[src/include/cable_regs_pkg.sv]
// Behaviour
// - Writing one to test control bit 15 launches a measurement; bit self-clears.
// - With bit 14 set, a measurement starts automatically whenever the link drops; a drop seen while in ST_RUN starts none.
// - Bit 1 reads one once a measurement has finished, else zero.
// - Bit 0 reads one when the measurement failed, else zero.
// - Reset register bit 15 resets the whole chip like the reset pin; self-clears.
// - Reset register bit 14 restarts circuitry, keeping control values; clears when done.
// - Receive status bit 12 shows the live, unlatched link state.
// - Receive status bit 2 shows descrambler lock.
// - Receive status bit 1 shows local receiver link validity.
// - Receive status bit 0 shows remote receiver link validity.
package cable_regs_pkg;

    localparam int ADDR_W = 9;
    localparam int DATA_W = 16;

    localparam logic [8:0] CABLE_TEST_CONTROL_OFS = 9'h01E;
    localparam logic [8:0] CHIP_RESET_CONTROL_OFS = 9'h01F;
    localparam logic [8:0] LINK_RECEIVE_STATUS_OFS = 9'h180;
    localparam logic [8:0] IRQ_STATUS_OFS          = 9'h1F0;
    localparam logic [8:0] IRQ_MASK_OFS            = 9'h1F1;

    localparam int LAUNCH_BIT       = 15;
    localparam int ON_LOSS_BIT      = 14;
    localparam int COMPLETE_BIT     = 1;
    localparam int FAILED_BIT       = 0;
    localparam int HW_RESET_BIT     = 15;
    localparam int SOFT_RESTART_BIT = 14;
    localparam int LINK_BIT         = 12;
    localparam int DESCR_BIT        = 2;
    localparam int LOCAL_RX_BIT     = 1;
    localparam int REMOTE_RX_BIT    = 0;

    // Interrupt status/mask layout
    localparam int IRQ_DONE_BIT      = 0;
    localparam int IRQ_FAIL_BIT      = 1;
    localparam int IRQ_LINK_DOWN_BIT = 2;
    localparam int IRQ_W             = 3;

    localparam logic [15:0] REG_RESET_VAL = 16'h0000;
    localparam logic [2:0]  IRQ_RESET_VAL = 3'h0;

    // Chip reset pulse length (ns, then core clock cycles) and synchroniser depth
    localparam int HW_RESET_NS       = 100;
    localparam int CLK_PERIOD_NS     = 5;
    localparam int HW_RESET_CYCLES   = (HW_RESET_NS + CLK_PERIOD_NS - 1) / CLK_PERIOD_NS;
    localparam int SYNC_STAGES       = 3;

    typedef struct packed {
        logic link_up;
        logic descr_lock;
        logic local_rx_ok;
        logic remote_rx_ok;
    } rx_status_t;

    typedef struct packed {
        logic done;
        logic failed;
    } meas_result_t;

endpackage : cable_regs_pkg

[src/verilog/status_sync.sv]
`timescale 1ns/1ps
`default_nettype none
module status_sync
(
    // Clock and reset
    input  wire logic sys_clk,
    input  wire logic rst,
    // Asynchronous in, filtered out
    input  wire logic async_in,
    output logic      sync_out
);
    logic [cable_regs_pkg::SYNC_STAGES-1:0] stage_reg;

    always_ff @(posedge sys_clk)
    begin
        if (rst)
        begin
            stage_reg <= '0;
        end
        else
        begin
            stage_reg <= {stage_reg[cable_regs_pkg::SYNC_STAGES-2:0], async_in};
        end
    end

    // Change accepted once the second and third stages agree
    always_ff @(posedge sys_clk)
    begin
        if (rst)
        begin
            sync_out <= 1'b0;
        end
        else if (stage_reg[1] == stage_reg[2])
        begin
            sync_out <= stage_reg[2];
        end
    end
endmodule : status_sync
`default_nettype wire

[src/verilog/cable_test_regs.sv]
// The strobed register port was left to the implementer.
`timescale 1ns/1ps
`default_nettype none
module cable_test_regs
(
    // Clock and reset
    input  wire logic                              sys_clk,
    input  wire logic                              rst,
    // Register port
    input  wire logic [cable_regs_pkg::ADDR_W-1:0] reg_addr,
    input  wire logic [cable_regs_pkg::DATA_W-1:0] reg_wdata,
    input  wire logic                              reg_wr,
    input  wire logic                              reg_rd,
    output logic      [cable_regs_pkg::DATA_W-1:0] reg_rdata,
    // Receive status from the link logic (asynchronous)
    input  wire cable_regs_pkg::rx_status_t        rx_status_in,
    // Reflectometry engine
    output logic                                   cable_reflectometry_start,
    input  wire logic                              cable_reflectometry_busy,
    input  wire cable_regs_pkg::meas_result_t      cable_reflectometry_result,
    input  wire logic                              cable_reflectometry_result_valid,
    // Chip reset controls
    output logic                                   chip_reset_pulse,
    output logic                                   soft_restart_req,
    input  wire logic                              soft_restart_done,
    // Interrupt
    output logic                                   irq
);
    cable_regs_pkg::rx_status_t   rx_sync;
    cable_regs_pkg::meas_result_t result_reg;
    logic                         on_link_loss_reg;
    logic                         link_prev_reg;
    logic                         link_drop;
    logic                         manual_launch;
    logic                         launch;
    logic                         launch_pending_reg;
    logic                         hw_reset_reg;
    logic [7:0]                   hw_reset_cnt_reg;
    logic                         soft_restart_reg;
    logic [cable_regs_pkg::IRQ_W-1:0] irq_status_reg;
    logic [cable_regs_pkg::IRQ_W-1:0] irq_mask_reg;
    logic [cable_regs_pkg::IRQ_W-1:0] irq_events;
    logic [cable_regs_pkg::IRQ_W-1:0] irq_clear;
    logic [cable_regs_pkg::DATA_W-1:0] rdata_next;
    logic                         wr_ctrl;
    logic                         wr_reset;

    typedef enum {ST_IDLE, ST_RUN} meas_state_t;
    meas_state_t meas_state_reg;

    // Status inputs come from other clock domains
    genvar gi;
    generate
        for (gi = 0; gi < 4; gi++)
        begin : g_sync
            status_sync u_sync
            (
                .sys_clk  (sys_clk),
                .rst      (rst),
                .async_in (rx_status_in[gi]),
                .sync_out (rx_sync[gi])
            );
        end
    endgenerate

    assign wr_ctrl  = reg_wr && (reg_addr == cable_regs_pkg::CABLE_TEST_CONTROL_OFS);
    assign wr_reset = reg_wr && (reg_addr == cable_regs_pkg::CHIP_RESET_CONTROL_OFS);

    assign manual_launch = wr_ctrl && reg_wdata[cable_regs_pkg::LAUNCH_BIT];
    assign link_drop     = link_prev_reg && !rx_sync.link_up;
    assign launch        = manual_launch || (on_link_loss_reg && link_drop);

    // Auto-run enable
    always_ff @(posedge sys_clk)
    begin
        if (rst || hw_reset_reg)
        begin
            on_link_loss_reg <= 1'b0;
        end
        else if (wr_ctrl)
        begin
            on_link_loss_reg <= reg_wdata[cable_regs_pkg::ON_LOSS_BIT];
        end
    end

    always_ff @(posedge sys_clk)
    begin
        if (rst)
        begin
            link_prev_reg <= 1'b0;
        end
        else
        begin
            link_prev_reg <= rx_sync.link_up;
        end
    end

    // A launch seen while the engine is busy is held, one seen in ST_RUN is dropped; start is a one-cycle pulse
    always_ff @(posedge sys_clk)
    begin
        if (rst || hw_reset_reg || soft_restart_reg)
        begin
            launch_pending_reg <= 1'b0;
            meas_state_reg     <= ST_IDLE;
        end
        else
        begin
            case (meas_state_reg)
                ST_IDLE:
                begin
                    if ((launch || launch_pending_reg) && !cable_reflectometry_busy)
                    begin
                        launch_pending_reg <= 1'b0;
                        meas_state_reg     <= ST_RUN;
                    end
                    else if (launch)
                    begin
                        launch_pending_reg <= 1'b1;
                    end
                end
                ST_RUN:
                begin
                    if (cable_reflectometry_result_valid)
                    begin
                        meas_state_reg <= ST_IDLE;
                    end
                end
                default:
                begin
                    meas_state_reg <= ST_IDLE;
                end
            endcase
        end
    end

    assign cable_reflectometry_start = (meas_state_reg == ST_IDLE)
                                       && (launch || launch_pending_reg)
                                       && !cable_reflectometry_busy
                                       && !hw_reset_reg && !soft_restart_reg;

    // Done and fail flags
    always_ff @(posedge sys_clk)
    begin
        if (rst || hw_reset_reg)
        begin
            result_reg <= '0;
        end
        else if (cable_reflectometry_start)
        begin
            result_reg <= '0;
        end
        else if (meas_state_reg == ST_RUN && cable_reflectometry_result_valid)
        begin
            result_reg.done   <= 1'b1;
            result_reg.failed <= cable_reflectometry_result.failed;
        end
    end

    // Full chip reset pulse
    always_ff @(posedge sys_clk)
    begin
        if (rst)
        begin
            hw_reset_reg     <= 1'b0;
            hw_reset_cnt_reg <= 8'h00;
        end
        else if (hw_reset_reg)
        begin
            if (hw_reset_cnt_reg == 8'(cable_regs_pkg::HW_RESET_CYCLES - 1))
            begin
                hw_reset_reg     <= 1'b0;
                hw_reset_cnt_reg <= 8'h00;
            end
            else
            begin
                hw_reset_cnt_reg <= hw_reset_cnt_reg + 8'h01;
            end
        end
        else if (wr_reset && reg_wdata[cable_regs_pkg::HW_RESET_BIT])
        begin
            hw_reset_reg <= 1'b1;
        end
    end

    assign chip_reset_pulse = hw_reset_reg;

    // Soft restart holds until the core reports completion
    always_ff @(posedge sys_clk)
    begin
        if (rst || hw_reset_reg)
        begin
            soft_restart_reg <= 1'b0;
        end
        else if (wr_reset && reg_wdata[cable_regs_pkg::SOFT_RESTART_BIT])
        begin
            soft_restart_reg <= 1'b1;
        end
        else if (soft_restart_reg && soft_restart_done)
        begin
            soft_restart_reg <= 1'b0;
        end
    end

    assign soft_restart_req = soft_restart_reg;

    // Interrupt events; set wins over clear
    always_comb
    begin
        irq_events = '0;
        irq_events[cable_regs_pkg::IRQ_DONE_BIT] =
            (meas_state_reg == ST_RUN) && cable_reflectometry_result_valid;
        irq_events[cable_regs_pkg::IRQ_FAIL_BIT] =
            (meas_state_reg == ST_RUN) && cable_reflectometry_result_valid
            && cable_reflectometry_result.failed;
        irq_events[cable_regs_pkg::IRQ_LINK_DOWN_BIT] = link_drop;
    end

    assign irq_clear = (reg_wr && reg_addr == cable_regs_pkg::IRQ_STATUS_OFS)
                       ? reg_wdata[cable_regs_pkg::IRQ_W-1:0] : '0;

    always_ff @(posedge sys_clk)
    begin
        if (rst || hw_reset_reg)
        begin
            irq_status_reg <= cable_regs_pkg::IRQ_RESET_VAL;
        end
        else
        begin
            irq_status_reg <= (irq_status_reg & ~irq_clear) | irq_events;
        end
    end

    always_ff @(posedge sys_clk)
    begin
        if (rst || hw_reset_reg)
        begin
            irq_mask_reg <= cable_regs_pkg::IRQ_RESET_VAL;
        end
        else if (reg_wr && reg_addr == cable_regs_pkg::IRQ_MASK_OFS)
        begin
            irq_mask_reg <= reg_wdata[cable_regs_pkg::IRQ_W-1:0];
        end
    end

    assign irq = |(irq_status_reg & irq_mask_reg);

    // Read mux; self-clearing bits read back their live state
    always_comb
    begin
        rdata_next = cable_regs_pkg::REG_RESET_VAL;
        case (reg_addr)
            cable_regs_pkg::CABLE_TEST_CONTROL_OFS:
            begin
                rdata_next[cable_regs_pkg::LAUNCH_BIT]   = (meas_state_reg == ST_IDLE)
                                                           && launch_pending_reg;
                rdata_next[cable_regs_pkg::ON_LOSS_BIT]  = on_link_loss_reg;
                rdata_next[cable_regs_pkg::COMPLETE_BIT] = result_reg.done;
                rdata_next[cable_regs_pkg::FAILED_BIT]   = result_reg.failed;
            end
            cable_regs_pkg::CHIP_RESET_CONTROL_OFS:
            begin
                rdata_next[cable_regs_pkg::HW_RESET_BIT]     = hw_reset_reg;
                rdata_next[cable_regs_pkg::SOFT_RESTART_BIT] = soft_restart_reg;
            end
            cable_regs_pkg::LINK_RECEIVE_STATUS_OFS:
            begin
                rdata_next[cable_regs_pkg::LINK_BIT]      = rx_sync.link_up;
                rdata_next[cable_regs_pkg::DESCR_BIT]     = rx_sync.descr_lock;
                rdata_next[cable_regs_pkg::LOCAL_RX_BIT]  = rx_sync.local_rx_ok;
                rdata_next[cable_regs_pkg::REMOTE_RX_BIT] = rx_sync.remote_rx_ok;
            end
            cable_regs_pkg::IRQ_STATUS_OFS:
            begin
                rdata_next[cable_regs_pkg::IRQ_W-1:0] = irq_status_reg;
            end
            cable_regs_pkg::IRQ_MASK_OFS:
            begin
                rdata_next[cable_regs_pkg::IRQ_W-1:0] = irq_mask_reg;
            end
            default:
            begin
                rdata_next = cable_regs_pkg::REG_RESET_VAL;
            end
        endcase
    end

    always_ff @(posedge sys_clk)
    begin
        if (rst)
        begin
            reg_rdata <= cable_regs_pkg::REG_RESET_VAL;
        end
        else if (reg_rd)
        begin
            reg_rdata <= rdata_next;
        end
        else
        begin
            reg_rdata <= cable_regs_pkg::REG_RESET_VAL;
        end
    end
endmodule : cable_test_regs
`default_nettype wire

[config.mk]
export PLATFORM = sky130hd
export DESIGN_NAME = cable_test_regs
export DESIGN_NICKNAME = d
export VERILOG_FILES = /design/src/include/cable_regs_pkg.sv /design/src/verilog/status_sync.sv /design/src/verilog/cable_test_regs.sv
export SDC_FILE = /design/constraint.sdc
export NUM_CORES = 1
export LEC_CHECK = 0
export ABC_CLOCK_PERIOD_IN_PS = 1700
export BUFFER_PORTS_ARGS = -buffer_cell sky130_fd_sc_hd__buf_2
export CAP_MARGIN = 20
export CELL_PAD_IN_SITES_DETAIL_PLACEMENT = 1
export CELL_PAD_IN_SITES_GLOBAL_PLACEMENT = 2
export CORE_ASPECT_RATIO = 1.75
export CORE_UTILIZATION = 26
export DETAILED_ROUTE_END_ITERATION = 7
export GPL_ROUTABILITY_DRIVEN = 1
export GPL_TIMING_DRIVEN = 0
export PLACE_DENSITY_LB_ADDON = 0.05
export SYNTH_ARGS = -nofsm -noshare
export SYNTH_HDL_FRONTEND = slang
export SYNTH_HIERARCHICAL = 1
export SYNTH_SLANG_ARGS = --single-unit
[constraint.sdc]
create_clock -name sys_clk -period 1.7 [get_ports sys_clk]
set_input_delay 0.17 -clock sys_clk [delete_from_list [all_inputs] [get_ports sys_clk]]
set_output_delay 0.17 -clock sys_clk [all_outputs]
set_load 0.05 [all_outputs]
==> summary.md <==
| Metric | Value |
|---|---|
| Die W | `between 60 and 70 um` |
| Post-route setup TNS | `-45.2 ps` |
| Max-slew violations | `0` |
| Detail Route Antenna Nets | `0` |
| P&R area growth vs syn | `30.3%` |
| Commonest non-fill, non-tap cell in the layout | `dfxtp_1` |
| Final wirelength | `between 4000 and 5000 um` |
| Max_slew headroom | `66.3%` |
| Area leader, netlist | `dfxtp_1` |
| Sequential Area | `885 um^2` |
| Setup crit end kind | `output port` |
| Detailed Route Iter0 Violations | `25` |
| CP Data Required Time | `1530 ps` |
| Leakage power | `roughly 0.99 nW` |
| Num ports | `58` |
| Drt pass-1 iters | `4` |
| Largest net degree at the start of global routing | `18` |
| CP arrival | `1580 ps` |
| Flops & latches, synth | `44` |
| Post-Place Worst Slack | `-412 ps` |
| Failing checks | `negative setup slack` |
| Clock buffer depth | `2` |
| Htree depth | `2` |
| M2 GR Usage | `26.1%` |
| Worst setup SP type | `register` |
| Placed wire-length estimate | `3730 um` |
| Worst Max-Slew Pin Slew | `505 ps` |
| Synth Warn # | `6` |
| RSZ-0062 raised after global routing | `yes` |
| GRT met3 Usage | `under 10%` |
| GPL Wtd Cong | `0.748` |
| Synth top area cells | `dfxtp_1, nor2b_1, a21oi_1` |
| Crit-path cells | `nor4bb_4, nand4_1, a21oi_2, and2_4, buf_8` |
| Status | `finished, violations left` |
| Via count | `1,574` |
| Share of layout cells above drive strength 1 | `a little over a quarter` |
| Total track usage | `between 10% and 20%` |
| Clock slew at reported path FFs | `60 ps` |
| FMAX | `between 0.5 and 0.6 GHz` |
| Maximum vdd drop | `0.488 mV` |
| Vias in the first global route | `approximately 1,700` |
| Cell area power density | `between 900 and 1000 nW/um^2` |
| Die Area | `7460 um^2` |
| WS Path Type | `reg2out` |
| Mapped Cells | `205` |
| CP max FO | `2` |
| Hold Crit Class | `in2reg` |
| First-pass GRT wire length | `~7900 um` |
| Overall power | `2.31 mW` |
| Max-cap violations | `0` |
| Crit path time final | `1750 ps` |
| Core area | `6860 um^2` |
| Total CTS buffers | `5` |
| Root buf cell | `clkbuf_16` |
| Clock Latency Late Sink | `290 ps` |
| Crit-path max cell delay | `360 ps` |
| Die height | `113 um` |
| Most used DFF post-synth | `dfxtp_1` |
| Vias per cell | `between 4 and 5` |
| Cell Area, Synth | `approximately 1800 um^2` |
| Clock skew | `between 2 and 3 ps` |
| Met1 usage in global routing | `14.3%` |
| Setup violators final | `1` |
| Hold Buf Count CTS | `0` |
| Port bufs | `35` |
| Commonest non-fill, non-tap cells in the layout | `dfxtp_1, buf_2, nand2_1` |
| CTS tree | `built` |
| Number of synthesized flops with an enable pin | `0` |
| Busiest metal layer after global routing | `met2` |
| Asr flop ratio synth | `0%` |
| CTS Sinks | `44` |
| Worst setup margin | `-45.2 ps` |
| Max stage delay cell, worst path | `dfxtp_4` |
| Post-Synthesis Mean Instance Area | `9.01 um^2` |
| Max FFs per register | `12` |
| Hold Vio Cnt, Final | `0` |
| Fillers | `810` |
| Area of the multi-input gates | `just over 900 um^2` |
| Nets | `298` |
| Remaining global-route overflow | `0` |
| Fin crit share | `103%` |
| Antenna violations before repair | `0` |
| Diode count | `0` |
| # DRC | `0` |
| Wirelength per Cell | `~14 um` |
| Synth top area share | `47.7%` |
| Sequential-to-total area share from yosys stat | `47.7%` |
| Initial Util | `a little over a quarter` |
| Num rows | `40` |
| Synth unique cells | `41` |
==> worst paths after layout <==
check | startpoint | endpoint | slack [ps] | cells after the start
max | meas_state_reg[0]$_SDFFE_PP0P_ | cable_reflectometry_start | -50 | 5
min | rx_status_in[1] | g_sync[1].u_sync/stage_reg[0]$_SDFF_PP0_ | 90 | 2
max reg2reg | meas_state_reg[0]$_SDFFE_PP0P_ | meas_state_reg[0]$_SDFFE_PP0P_ | 270 | 5
min reg2reg | g_sync[1].u_sync/stage_reg[0]$_SDFF_PP0_ | g_sync[1].u_sync/stage_reg[1]$_SDFF_PP0_ | 440 | 1
==> kinds of logic after synthesis <==
| group | after synthesis | synth area share, % |
|---|---|---|
| and+or+nand+nor | 87 | 26.8 |
| DFF | 44 | 47.7 |
| AOI/OAI and AO/OA | 40 | 13.2 |
| buffers and inverters | 23 | 6.78 |
| muxes | 5 | 2.71 |
| xor gates and xnor gates | 4 | 1.90 |
| adders and majority gates | 1 | 0.677 |
| other | 1 | 0.203 |
==> per-layer routing <==
metal,wire length (um),up-vias
li1,-,801
met1,1850,737
met2,2610,29
met3,191,7
met4,116,0
met5,0,-
==> synthesized netlist by cell type (2+ instances only) <==
| cell | instances |
|---|---|
| a21oi_1 | 17 |
| and2_1 | 7 |
| clkbuf_1 | 5 |
| nor2_1 | 8 |
| buf_4 | 10 |
| inv_1 | 7 |
| xnor2_1 | 3 |
| nor2b_1 | 17 |
| o21ai_0 | 6 |
| nand4_1 | 4 |
| mux2i_1 | 5 |
| nand2_1 | 19 |
| and3_1 | 4 |
| nor4b_1 | 2 |
| and4b_1 | 2 |
| dfxtp_1 | 44 |
| a311oi_1 | 2 |
| a211oi_1 | 2 |
| o21ai_1 | 4 |
| nand3_1 | 7 |
| nor3_1 | 5 |
| a31o_2 | 2 |
| a22oi_1 | 3 |
| nand2b_1 | 3 |
==> where the power goes <==
part,switching (mW),internal [mW]
Clock,0.411,0.698
Sequential,0.00481,1.04
Combinational,0.102,0.0582
Total,0.518,1.80
==> cell type report <==
type                    count  area share, %
multi-input cells         147           37.7
flip-flops and latches     44           36.8
repair buffers             39           8.94
clock buffers               5           5.20
well taps                  84           4.37
plain buffers              15           3.95
clock inverters             3           1.98
inverters                   7           1.09
==> metrics by stage <==
| stage | utilization [%] | area, um^2 | std cells | hold WS (ps) |
|---|---|---|---|---|
| detailed placement | 31.5 | 2160 | 333 | 390 |
| floorplan | - | 1880 | 214 | 239 |
| global route | 35.1 | 2410 | 344 | 103 |
| finish | 35.1 | 2410 | 344 | 93.0 |
| CTS | 34.7 | 2380 | 343 | 87.6 |
| global placement | 31.5 | 2160 | 333 | 384 |
==> critical path, delay by kind of cell (launching register included) <==
kind / cells / cell delay, ps
AOI/OAI and AO/OA: 1 / 210
buffers and inverters: 1 / 130
and+or+nand+nor: 3 / 580
DFF: 1 / 360
==> timing repair <==
item / 4_1_cts / 5_1_grt
hold endpoints to repair: 0 / 0
pin swaps: 3 / 2
setup endpoints to repair: 1 / 5
setup buffers: 3 / 1
gates resized for setup: 9 / 3
(Power assumes the default switching activity.)
